[config.mk]
export PLATFORM = sky130hd
export DESIGN_NAME = clk_dist_sync_pulse_ctrl
export DESIGN_NICKNAME = d
export VERILOG_FILES = /design/src/core/clk_dist_pkg.sv /design/src/core/clk_dist_sync_pulse_ctrl.sv
export SDC_FILE = /design/constraint.sdc
export NUM_CORES = 1
export LEC_CHECK = 0
export BUFFER_PORTS_ARGS = -buffer_cell sky130_fd_sc_hd__buf_4
export CAP_MARGIN = 20
export CORE_ASPECT_RATIO = 2
export CORE_MARGIN = 4
export CORE_UTILIZATION = 30
export CTS_BUF_LIST = sky130_fd_sc_hd__clkbuf_4
export DETAILED_ROUTE_END_ITERATION = 6
export PLACE_DENSITY = 0.46
export SYNTH_ARGS = -nofsm -noshare
export SYNTH_HDL_FRONTEND = slang
export SYNTH_SLANG_ARGS = --single-unit
[constraint.sdc]
create_clock -name ref_clk_i -period 6.1 [get_ports ref_clk_i]
set_clock_uncertainty 0.15 [all_clocks]
set_input_delay 0.305 -clock ref_clk_i [delete_from_list [all_inputs] [get_ports ref_clk_i]]
set_output_delay 0.305 -clock ref_clk_i [all_outputs]
set_load 0.05 [all_outputs]
[src/core/clk_dist_pkg.sv]
package clk_dist_pkg;
  localparam int CLK_HZ = 20_000_000;
  localparam int POR_WAIT_MS = 70;
  localparam int HW_WAIT_US = 2;
  localparam int POR_WAIT_CYC = CLK_HZ / 1000 * POR_WAIT_MS;
  localparam int HW_WAIT_CYC = CLK_HZ / 1_000_000 * HW_WAIT_US;
  localparam int WAIT_W = 21;

  localparam logic [9:0] A_CFG0 = 10'h000;
  localparam logic [9:0] A_RBSEL = 10'h004;
  localparam logic [9:0] A_OUT0 = 10'h0f0;
  localparam logic [9:0] A_CMOS = 10'h0f9;
  localparam logic [9:0] A_SYNC = 10'h192;
  localparam logic [9:0] A_SLO = 10'h193;
  localparam logic [9:0] A_SHI = 10'h194;
  localparam logic [9:0] A_MDIV = 10'h195;
  localparam logic [9:0] A_STAT = 10'h196;
  localparam logic [9:0] A_PWR = 10'h230;
  localparam logic [9:0] A_UPD = 10'h232;

  localparam int NREG = 14;
  localparam int NOUT = 8;
  localparam logic [3:0] IX_CMOS = 4'h8;
  localparam logic [3:0] IX_SYNC = 4'h9;
  localparam logic [3:0] IX_SLO = 4'ha;
  localparam logic [3:0] IX_SHI = 4'hb;
  localparam logic [3:0] IX_MDIV = 4'hc;
  localparam logic [3:0] IX_PWR = 4'hd;

  localparam int B_DRV_PD = 0;
  localparam int B_SW_LO = 1;
  localparam int B_SW_HI = 2;
  localparam int B_INV = 3;
  localparam int B_CH_PD = 4;
  localparam int B_CM_EN = 0;
  localparam int B_CM_AOFF = 1;
  localparam int B_CM_BOFF = 2;
  localparam int B_CM_AINV = 3;
  localparam int B_CM_BINV = 4;
  localparam int B_SY_MLO = 0;
  localparam int B_SY_MHI = 1;
  localparam int B_SY_SRC = 2;
  localparam int B_SY_EN = 4;
  localparam int B_M_HI = 2;
  localparam int B_M_BYP = 3;
  localparam int B_REF_OFF = 1;
  localparam int B_BIAS_OFF = 4;
  localparam int B_SR_A = 2;
  localparam int B_SR_B = 5;
  localparam int B_UPD = 0;
  localparam int B_RBSEL = 0;

  localparam logic [1:0] MODE_SHOT = 2'h0;
  localparam logic [1:0] MODE_PER = 2'h1;
  localparam logic [1:0] MODE_PN = 2'h2;

  localparam logic [7:0] OUT_RST = 8'h04;
  localparam logic [7:0] MDIV_RST = 8'h01;
  localparam logic [7:0] ZERO_RST = 8'h00;
  localparam logic [NREG-1:0][7:0] REG_RST = {ZERO_RST, MDIV_RST, ZERO_RST,
    ZERO_RST, ZERO_RST, ZERO_RST, {NOUT{OUT_RST}}};

  localparam int PN_W = 17;
  localparam int PN_TAP = 13;
  localparam logic [PN_W-1:0] PN_SEED = 17'h1ffff;

  localparam int PIN_EXT = 0;
  localparam int PIN_PFD = 1;
  localparam int PIN_FB = 2;
  localparam int PIN_OUT = 3;
  localparam int PIN_SLP = 4;
  localparam logic [4:0] PIN_RST = 5'h10;

  typedef enum logic [1:0] {SY_IDLE, SY_ARM, SY_SHOT, SY_RUN} sync_st_t;

  typedef struct packed {
    logic [1:0] differential_swing;
    logic inv;
    logic safe_pd;
  } drv_t;
endpackage

[src/core/clk_dist_sync_pulse_ctrl.sv]
// The register offsets and the strobed register port were decided locally.
module clk_dist_sync_pulse_ctrl #(
  parameter int unsigned POR_WAIT = clk_dist_pkg::POR_WAIT_CYC
) (
  input wire logic ref_clk_i,
  input wire logic rst_i,
  input wire logic por_i,
  input wire logic ce_i,
  input wire logic [9:0] addr_i,
  input wire logic [7:0] wdata_i,
  input wire logic wr_i,
  input wire logic rd_i,
  output logic [7:0] rdata_o,
  input wire logic external_vco_clock_in_i,
  input wire logic pfd_ref_i,
  input wire logic fb_clk_i,
  input wire logic out_clk_i,
  input wire logic sleep_pin_n_i,
  output logic [7:0] clk_out_o,
  output clk_dist_pkg::drv_t [7:0] drv_cfg_o,
  output logic dist_ref_off_o,
  output logic dist_bias_off_o,
  output logic sleep_o,
  output logic sync_out_o,
  output logic sync_a_o,
  output logic sync_a_oe_o,
  output logic sync_b_o,
  output logic sync_b_oe_o
);
  localparam logic [clk_dist_pkg::WAIT_W-1:0] POR_CNT =
    clk_dist_pkg::WAIT_W'(POR_WAIT);
  localparam logic [clk_dist_pkg::WAIT_W-1:0] HW_CNT =
    clk_dist_pkg::WAIT_W'(clk_dist_pkg::HW_WAIT_CYC);

  logic [4:0] s1_r, s2_r, s3_r;
  logic [7:0] buf_r [clk_dist_pkg::NREG];
  logic [7:0] act_r [clk_dist_pkg::NREG];
  logic [7:0] cfg0_r;
  logic rbsel_r, upd_r, srst_r;
  logic [7:0] rdata_r;
  logic [clk_dist_pkg::WAIT_W-1:0] wait_r;
  logic slp_r;
  logic [2:0] mcnt_r;
  logic mlev_r;
  clk_dist_pkg::sync_st_t sy_st_r;
  logic [16:0] hcnt_r;
  logic [clk_dist_pkg::PN_W-1:0] pn_r;
  logic raw_r, sync_r, done_r;

  // Pins from other clock domains; edges only from second and third stage
  wire [4:0] pins = {sleep_pin_n_i, out_clk_i, fb_clk_i, pfd_ref_i,
    external_vco_clock_in_i};
  wire [4:0] rise = s2_r & ~s3_r;
  wire [4:0] fall = ~s2_r & s3_r;

  always_ff @(posedge ref_clk_i) begin
    if (rst_i) begin
      s1_r <= clk_dist_pkg::PIN_RST;
      s2_r <= clk_dist_pkg::PIN_RST;
      s3_r <= clk_dist_pkg::PIN_RST;
    end else if (ce_i) begin
      s1_r <= pins;
      s2_r <= s1_r;
      s3_r <= s2_r;
    end
  end

  // Address decode
  wire out_hit = addr_i[9:3] == clk_dist_pkg::A_OUT0[9:3];
  wire [3:0] idx = out_hit ? {1'b0, addr_i[2:0]} :
    addr_i == clk_dist_pkg::A_CMOS ? clk_dist_pkg::IX_CMOS :
    addr_i == clk_dist_pkg::A_SYNC ? clk_dist_pkg::IX_SYNC :
    addr_i == clk_dist_pkg::A_SLO ? clk_dist_pkg::IX_SLO :
    addr_i == clk_dist_pkg::A_SHI ? clk_dist_pkg::IX_SHI :
    addr_i == clk_dist_pkg::A_MDIV ? clk_dist_pkg::IX_MDIV :
    clk_dist_pkg::IX_PWR;
  wire buf_hit = out_hit || addr_i == clk_dist_pkg::A_CMOS ||
    (addr_i >= clk_dist_pkg::A_SYNC && addr_i <= clk_dist_pkg::A_MDIV) ||
    addr_i == clk_dist_pkg::A_PWR;
  wire buf_wr = wr_i && buf_hit;
  wire sync_wr = wr_i && addr_i == clk_dist_pkg::A_SYNC;
  wire cfg0_wr = wr_i && addr_i == clk_dist_pkg::A_CFG0;
  wire upd_wr = wr_i && addr_i == clk_dist_pkg::A_UPD &&
    wdata_i[clk_dist_pkg::B_UPD];
  wire rst_any = rst_i || por_i || srst_r;

  // Soft reset is held for two cycles after the write
  wire srst_nxt = cfg0_r[clk_dist_pkg::B_SR_A] && cfg0_r[clk_dist_pkg::B_SR_B];
  always_ff @(posedge ref_clk_i) begin
    if (rst_i || por_i) begin
      cfg0_r <= clk_dist_pkg::ZERO_RST;
      srst_r <= 1'b0;
    end else if (ce_i) begin
      srst_r <= srst_nxt;
      if (srst_r) begin
        cfg0_r[clk_dist_pkg::B_SR_A] <= 1'b0;
        cfg0_r[clk_dist_pkg::B_SR_B] <= 1'b0;
      end else if (cfg0_wr) begin
        cfg0_r <= wdata_i;
      end
    end
  end

  // Buffered and active register banks
  always_ff @(posedge ref_clk_i) begin
    if (rst_any) begin
      for (int i = 0; i < clk_dist_pkg::NREG; i++) begin
        buf_r[i] <= clk_dist_pkg::REG_RST[i];
        act_r[i] <= clk_dist_pkg::REG_RST[i];
      end
      upd_r <= 1'b0;
      rbsel_r <= 1'b0;
    end else if (ce_i) begin
      if (upd_r) begin
        for (int i = 0; i < clk_dist_pkg::NREG; i++) begin
          act_r[i] <= buf_r[i];
        end
      end
      upd_r <= upd_wr;
      if (done_r) begin
        act_r[clk_dist_pkg::IX_SYNC][clk_dist_pkg::B_SY_EN] <= 1'b0;
        buf_r[clk_dist_pkg::IX_SYNC][clk_dist_pkg::B_SY_EN] <= 1'b0;
      end
      // Host write lands after the self-clear so a new request survives
      if (buf_wr) begin
        buf_r[idx] <= wdata_i;
      end
      if (wr_i && addr_i == clk_dist_pkg::A_RBSEL) begin
        rbsel_r <= wdata_i[clk_dist_pkg::B_RBSEL];
      end
    end
  end

  // Readback
  wire run = wait_r == '0;
  wire [7:0] stat = {5'h00, run, slp_r, sy_st_r != clk_dist_pkg::SY_IDLE};
  wire [7:0] rd_mux = buf_hit ? (rbsel_r ? act_r[idx] : buf_r[idx]) :
    addr_i == clk_dist_pkg::A_CFG0 ? cfg0_r :
    addr_i == clk_dist_pkg::A_RBSEL ? {7'h00, rbsel_r} :
    addr_i == clk_dist_pkg::A_UPD ? {7'h00, upd_r} :
    addr_i == clk_dist_pkg::A_STAT ? stat : 8'h00;

  always_ff @(posedge ref_clk_i) begin
    if (rst_i || por_i) begin
      rdata_r <= 8'h00;
    end else if (ce_i) begin
      rdata_r <= rd_i ? rd_mux : 8'h00;
    end
  end
  assign rdata_o = rdata_r;

  // Start-up delay before outputs toggle
  always_ff @(posedge ref_clk_i) begin
    if (por_i) begin
      wait_r <= POR_CNT;
    end else if (rst_i || srst_r) begin
      wait_r <= HW_CNT;
    end else if (ce_i && !run) begin
      wait_r <= wait_r - 1'b1;
    end
  end

  // Active settings
  wire [7:0] pwr = act_r[clk_dist_pkg::IX_PWR];
  wire [7:0] mreg = act_r[clk_dist_pkg::IX_MDIV];
  wire [7:0] sreg = act_r[clk_dist_pkg::IX_SYNC];
  wire [7:0] creg = act_r[clk_dist_pkg::IX_CMOS];
  wire ref_off = pwr[clk_dist_pkg::B_REF_OFF];
  wire bias_off = pwr[clk_dist_pkg::B_BIAS_OFF];
  wire dist_on = run && !slp_r && !bias_off && !ref_off;
  wire [2:0] m_val = mreg[clk_dist_pkg::B_M_HI:0];
  wire m_direct = mreg[clk_dist_pkg::B_M_BYP] || m_val <= 3'h1;
  wire [2:0] mcnt_nxt = mcnt_r + 3'h1 >= m_val ? 3'h0 : mcnt_r + 3'h1;

  always_ff @(posedge ref_clk_i) begin
    if (rst_any) begin
      slp_r <= 1'b0;
      mcnt_r <= 3'h0;
      mlev_r <= 1'b0;
    end else if (ce_i) begin
      slp_r <= !s2_r[clk_dist_pkg::PIN_SLP];
      if (!dist_on) begin
        mcnt_r <= 3'h0;
        mlev_r <= 1'b0;
      end else if (m_direct) begin
        mlev_r <= s2_r[clk_dist_pkg::PIN_EXT];
      end else if (rise[clk_dist_pkg::PIN_EXT]) begin
        mcnt_r <= mcnt_nxt;
        mlev_r <= mcnt_nxt < (m_val >> 1);
      end
    end
  end

  // Per-output drivers
  for (genvar g = 0; g < clk_dist_pkg::NOUT; g++) begin : g_drv
    wire [7:0] oreg = act_r[g];
    wire [7:0] chreg = act_r[g & 6];
    wire safe = oreg[clk_dist_pkg::B_DRV_PD] ||
      chreg[clk_dist_pkg::B_CH_PD] || slp_r;
    always_ff @(posedge ref_clk_i) begin
      if (rst_any) begin
        drv_cfg_o[g] <= '0;
        clk_out_o[g] <= 1'b0;
      end else if (ce_i) begin
        drv_cfg_o[g].differential_swing <=
          oreg[clk_dist_pkg::B_SW_HI:clk_dist_pkg::B_SW_LO];
        drv_cfg_o[g].inv <= oreg[clk_dist_pkg::B_INV];
        drv_cfg_o[g].safe_pd <= safe;
        clk_out_o[g] <= !safe && dist_on &&
          (mlev_r ^ oreg[clk_dist_pkg::B_INV]);
      end
    end
  end

  always_ff @(posedge ref_clk_i) begin
    if (rst_any) begin
      dist_ref_off_o <= 1'b0;
      dist_bias_off_o <= 1'b0;
      sleep_o <= 1'b0;
    end else if (ce_i) begin
      dist_ref_off_o <= ref_off;
      dist_bias_off_o <= bias_off;
      sleep_o <= slp_r;
    end
  end

  // Sync pulse generator
  wire src_fb = sreg[clk_dist_pkg::B_SY_SRC];
  wire src_rise = src_fb ? rise[clk_dist_pkg::PIN_FB] : rise[clk_dist_pkg::PIN_PFD];
  wire src_fall = src_fb ? fall[clk_dist_pkg::PIN_FB] : fall[clk_dist_pkg::PIN_PFD];
  wire src_half = src_rise || src_fall;
  wire [1:0] mode = sreg[clk_dist_pkg::B_SY_MHI:clk_dist_pkg::B_SY_MLO];
  wire shot = mode == clk_dist_pkg::MODE_SHOT;
  wire [15:0] s_val = {act_r[clk_dist_pkg::IX_SHI], act_r[clk_dist_pkg::IX_SLO]};
  wire [16:0] slot = {s_val, 1'b1};
  wire go = sreg[clk_dist_pkg::B_SY_EN] && dist_on;
  wire pn_bit = pn_r[clk_dist_pkg::PN_W-1];
  wire [clk_dist_pkg::PN_W-1:0] pn_nxt = {pn_r[clk_dist_pkg::PN_W-2:0],
    pn_r[clk_dist_pkg::PN_W-1] ^ pn_r[clk_dist_pkg::PN_TAP]};
  wire slot_bit = mode == clk_dist_pkg::MODE_PER ? 1'b1 : pn_bit;

  always_ff @(posedge ref_clk_i) begin
    if (rst_any) begin
      sy_st_r <= clk_dist_pkg::SY_IDLE;
      hcnt_r <= '0;
      pn_r <= clk_dist_pkg::PN_SEED;
      raw_r <= 1'b0;
      done_r <= 1'b0;
    end else if (ce_i) begin
      done_r <= 1'b0;
      case (sy_st_r)
        clk_dist_pkg::SY_IDLE: begin
          raw_r <= 1'b0;
          pn_r <= clk_dist_pkg::PN_SEED;
          if (go) begin
            sy_st_r <= clk_dist_pkg::SY_ARM;
          end
        end
        clk_dist_pkg::SY_ARM: begin
          if (!go) begin
            sy_st_r <= clk_dist_pkg::SY_IDLE;
          end else if (src_rise && shot) begin
            raw_r <= 1'b1;
            hcnt_r <= {1'b0, s_val};
            sy_st_r <= clk_dist_pkg::SY_SHOT;
          end else if (src_rise) begin
            raw_r <= slot_bit;
            pn_r <= pn_nxt;
            hcnt_r <= slot;
            sy_st_r <= clk_dist_pkg::SY_RUN;
          end
        end
        clk_dist_pkg::SY_SHOT: begin
          if (!go) begin
            raw_r <= 1'b0;
            sy_st_r <= clk_dist_pkg::SY_IDLE;
          end else if (src_half && hcnt_r == '0) begin
            raw_r <= 1'b0;
            done_r <= 1'b1;
            sy_st_r <= clk_dist_pkg::SY_IDLE;
          end else if (src_half) begin
            hcnt_r <= hcnt_r - 1'b1;
          end
        end
        clk_dist_pkg::SY_RUN: begin
          if (!go) begin
            raw_r <= 1'b0;
            sy_st_r <= clk_dist_pkg::SY_IDLE;
          end else if (src_half && hcnt_r == '0) begin
            raw_r <= slot_bit;
            pn_r <= pn_nxt;
            hcnt_r <= slot;
          end else if (src_half) begin
            raw_r <= 1'b0;
            hcnt_r <= hcnt_r - 1'b1;
          end
        end
        default: begin
          raw_r <= 1'b0;
          sy_st_r <= clk_dist_pkg::SY_IDLE;
        end
      endcase
    end
  end

  // Retimed to output clock rising edge; pulses may land up to one output clock cycle late
  wire cm = creg[clk_dist_pkg::B_CM_EN];
  wire a_on = cm && !creg[clk_dist_pkg::B_CM_AOFF] && !slp_r;
  wire b_on = cm && !creg[clk_dist_pkg::B_CM_BOFF] && !slp_r;
  always_ff @(posedge ref_clk_i) begin
    if (rst_any) begin
      sync_r <= 1'b0;
      sync_out_o <= 1'b0;
      sync_a_o <= 1'b0;
      sync_a_oe_o <= 1'b0;
      sync_b_o <= 1'b0;
      sync_b_oe_o <= 1'b0;
    end else if (ce_i) begin
      if (rise[clk_dist_pkg::PIN_OUT]) begin
        sync_r <= raw_r;
      end
      sync_out_o <= !cm && !slp_r && sync_r;
      sync_a_oe_o <= a_on;
      sync_b_oe_o <= b_on;
      sync_a_o <= a_on && (sync_r ^ creg[clk_dist_pkg::B_CM_AINV]);
      sync_b_o <= b_on && (sync_r ^ creg[clk_dist_pkg::B_CM_BINV]);
    end
  end

  wire pd_all = drv_cfg_o[0].safe_pd && drv_cfg_o[7].safe_pd;
endmodule

* Word-level counts from Yosys, hierarchy flattened
Memory sizes are Yosys's and may differ from the RTL's.
Index checks and enable logic that the tools add are counted.
** Storage, ports and cells
- Memory bits (writable) :: 224
- Bits in read-only memories :: 0
- Word-level logic and storage cells :: 335
- Latch bits :: 0
- Memories :: 2
- Bits in registers :: 146
** Memory list
- act_r :: depth 14, bits a word 8, rd ports 15, clocked after memory_dff 0, write ports 14, RTL line clk_dist_sync_pulse_ctrl.sv:37 : logic [7:0] act_r [clk_dist_pkg::NREG];
- buf_r :: depth 14, bits a word 8, rd ports 15, clocked after memory_dff 0, write ports 14, RTL line clk_dist_sync_pulse_ctrl.sv:36 : logic [7:0] buf_r [clk_dist_pkg::NREG];
** Cells by class
- $mul :: 0
- Equal/unequal tests :: 31
- Bitwise operators :: 38
- Mux-type cells :: 96
- $lt $le $gt $ge :: 5
- Reductions and logical operators :: 100
- Shifts and indexed selects :: 0
- Divide/modulo/power cells :: 0
- Add/subtract/negate cells :: 3
** Operators by type and width (number)
- 2-to-1 mux 17 bit :: 13
- 2-to-1 mux 8 bit :: 19
- one-hot mux 17 bit (3 select lines) :: 2
- == test 10 x 9 -> 1 bit (second input constant) :: 5
- 2-to-1 mux 21 bit :: 2
- logical AND 1 bit :: 38
- 2-to-1 mux 1 bit :: 37
- 2-to-1 mux 3 bit :: 11
- logical OR 1 bit :: 24
- inequality test 2 bit (second input constant) :: 11
- zero test 21 bit :: 1
- subtractor 21 x 1 -> 21 bit (second input constant) :: 1
- == test 10 bit (second input constant) :: 2
- zero test 17 bit :: 1
- subtractor 17 x 1 -> 17 bit (second input constant) :: 1
- zero test 1 bit :: 16
- bitwise OR 1 bit :: 16
- 2-to-1 mux 2 bit :: 7
- AND reduction 7 bit :: 2
- XOR 1 bit :: 11
- == test 10 x 3 -> 1 bit (second input constant) :: 1
- == test 10 x 8 -> 1 bit (second input constant) :: 1
- greater-or-equal comparator 10 x 9 -> 1 bit (second input constant) :: 1
- <= comparator 10 x 9 -> 1 bit (second input constant) :: 1
- other kinds (30) :: 49

* Logic depth before layout (Yosys ltp)
- Depth after elaboration :: 12
- Gate-level depth with buffers :: 13
- Gate-level depth less buffers :: 10

* Worst setup path after synthesis
OpenSTA, ideal clock, no wires.
- Kind :: in2reg
- From :: input rst_i
- To :: memory act_r[0][0], enable pin
- Data arrival time :: 3.507 ns
- Required time :: 4.945 ns
- Library setup time :: 1.005 ns
- Stages on the path :: 7
- Slack :: 1.438 ns
- Cells stage by stage :: clkbuf_1 or2_2 clkbuf_1 nor2_1 clkbuf_1 clkbuf_1 nand2_1
** RTL lines
- start, declared :: RTL line clk_dist_sync_pulse_ctrl.sv:6 : input wire logic rst_i,
- end, declared :: RTL line clk_dist_sync_pulse_ctrl.sv:37

==> qor.yml <==
outcome:
  outcome: "complete, no violations"
finish:
  syn_to_final_growth_pct: 16.3
  fin_nets: 1948
  drive_gt1_frac: 0.160
synth:
  yosysMostFrequentCell: "edfxtp_1"
  synthCells: 1765
  avgSynthCellArea_um2: 10.3
  seq_area_frac_synth: 0.552
  synthesis.area_um2: 18200
  yosys_warnings: 0
  synth_cell_types: 86
  synth_enable_flop_cells: 238
  synth-seq-cells: 384
  yosys.area.top_type: "edfxtp_1"
  yosysTopAreaCellShare: 0.392
  yosys-top-cells-count: "edfxtp_1 (238), nand2_1 (211), and2_1 (207), nor2_1 (174), dfxtp_1 (146)"
  synthTopCellsByArea: "edfxtp_1 (39%), dfxtp_1 (16%), and2_1 (7.1%)"
  async_flop_share: 0
  synthFlopType: "edfxtp_1"
floorplanning:
  core_area_um2: 60100
  rows: 127
  io_pins: 85
  start_util: 0.303
  die_w_um: 182
  die-area_um2: 65000
  die_height_um: 357
timing:
  tightest_slew_ns: 1.23
  grt_setup_unrepaired: "false"
  relSlewSlack: 0.179
  min_period_ns: 4.12
  finalSetupViolations: 0
  period_share: 0.676
  fin_tns_setup_ns: 0
  hold_slack_ns: 0.102
  fmax_mhz: 242
  hold_viol_final: 0
  slew_violations: 0
cts:
  cts_max_level: 3
  clk_pin_slew_ns: 0.08
  clk_latency_ns: 0.84
  post_cts_buffers: 0
  cts-resized-gates: 0
  cts_tree: "yes"
  cts_hold_buf: 29
  cts_buffers: 91
  clock-root-buffer: "clkbuf_4"
  clockBufferDepth: 3
  clock-sinks: 384
global_routing:
  gr-usage-met3: 0.0276
  grt_busiest_layer: "met2"
  grt.met1_usage: 0.207
  antenna_found_initial: 1
  met2_usage: 0.357
  grt_max_degree: 86
  grt_first_pass_wirelength_mm: 92.9
  grt_pass1_vias: 14400
  grtUsageTotal: 0.190
  overflow: 0
placement:
  port_buffers: 84
  gp_congestion: 0.872
  hpwlAfterDp_mm: 44.7
worst_setup_path:
  crit_arrival_ns: 4.65
  startpoint_type: "flip-flop"
  r2r_cells: 8
  critical_path.endpoint_type: "flip-flop"
  r2r_end: "pn_r[0]"
  crit_fanout: 19
  reg2reg_slack_ns: 1.98
  required_ns: 6.62
  reg2reg_from: "act_r[9][2]"
  crit_type: "flip-flop to flip-flop"
route:
  drtAntennaViolNets: 0
  drt_iter0_drc: 963
  drc_errors: 0
  vias: 14100
  first_pass_iters: 5
  via_per_inst: 5.11
  wl_per_cell_um: 22.7
  routed_wl_mm: 62.6
min_path:
  min_delay_path_depth: 4
  hp-start: "addr_i[0]"
  hold_end: "buf_r[12][0]"
  worstHoldPathType: "primary input to flip-flop"
power_and_ir_drop:
  worst_ir_drop_vdd_v: 0.000109
  leakage_nw: 8.04
  power_per_cell_area_nw_per_um2: 259
flow_run:
  cap_violations: 0
-- sequential cells by signal (all words and copies together), names as in the netlist, 2 cells and up --
signal	cells
act_r	112
drv_cfg_o	32
wait_r	21
s2_r	5
buf_r	126
mcnt_r	3
rdata_o	8
hcnt_r	17
s1_r	5
pn_r	17
cfg0_r	8
sy_st_r	2
clk_out_o	8
s3_r	4
-- cell type report --
class	count	area, µm²
Multi-Input combinational cell	1269	7710
Tap cell	774	968
Clock inverter	25	153
Timing Repair Buffer	151	1210
Fill cell	6079	38900
Inverter	14	52.6
Clock buffer	138	1040
Antenna cell	3	7.51
Sequential cell	384	10100
-- worst max-delay path by stage --
stage / start / to / slack (ns) / depth (start not counted)
after floorplan: rst_i / act_r[0][0] / 1.44 / 7
after global placement: addr_i[9] / buf_r[5][6] / 1.59 / 6
after detailed placement: addr_i[5] / buf_r[2][0] / 1.81 / 7
after CTS: act_r[9][2] / pn_r[0] / 1.96 / 8
after global routing: act_r[9][2] / pn_r[0] / 1.54 / 8
final: act_r[9][2] / pn_r[0] / 1.98 / 8
-- per-layer routing --
layer | up-vias | routed length [µm] | part of all wire
met5 | - | 0 | 0
met4 | 0 | 3010 | 0.048
met3 | 140 | 2930 | 0.047
met2 | 453 | 33500 | 0.53
met1 | 6877 | 23200 | 0.37
li1 | 6636 | - | -
-- logic make-up after synthesis --
| group | share of synthesized area |
|---|---|
| XOR/XNOR | 0.0211 |
| other | 0.000206 |
| buffers and inverters | 0.0299 |
| AO/OA/AOI/OAI | 0.105 |
| AND/OR/NAND/NOR | 0.229 |
| flip-flops | 0.552 |
| multiplexers | 0.0569 |
| adder cells (fa/ha/maj) | 0.00549 |
-- layout by cell type (no fill, tap or decap), types with 15 or more instances in the layout --
cell type / count
dfxtp_1: 146
or4_1: 23
and2_1: 207
a211oi_1: 19
nor2_1: 170
xor2_1: 20
nand2_1: 210
mux2i_1: 91
clkinv_1: 15
o21ai_0: 55
edfxtp_1: 238
nor4_1: 17
nor3_1: 36
buf_4: 117
nor2b_1: 16
or3_1: 24
xnor2_1: 24
dlygate4sd3_1: 29
clkbuf_4: 138
a221oi_1: 16
nand3_1: 39
a21oi_1: 84
-- power by group --
part	internal, mW	switching (mW)	total (mW)
sequential	2.85	0.0764	2.92
combinational	0.121	0.245	0.366
clock	1.12	1.08	2.20
-- worst max-delay path, cell delays in order, from the launching register on --
cell	delay, ns
edfxtp_1	0.44
mux2i_2	0.54
nand4b_1	0.47
o31ai_4	0.84
nand2_2	0.32
a21oi_1	0.88
nand3_1	0.14
o21ai_0	0.12
nand2_1	0.07
-- metrics by stage --
| stage | power [mW] | cell area [µm²] | setup WS [ns] | instances | util |
|---|---|---|---|---|---|
| 5_1_grt | 5.73 | 21200 | 1.54 | 2756 | 0.353 |
| 3_3_place_gp | 3.33 | 19700 | 1.59 | 2555 | 0.327 |
| 2_1_floorplan | 3.17 | 18300 | 1.44 | 1778 | - |
| 6_report | 5.49 | 21200 | 1.98 | 2758 | 0.353 |
| 3_5_place_dp | 3.34 | 19700 | 1.81 | 2561 | 0.328 |
| 4_1_cts | 5.57 | 21200 | 1.96 | 2753 | 0.353 |
(Power assumes the default switching activity.)
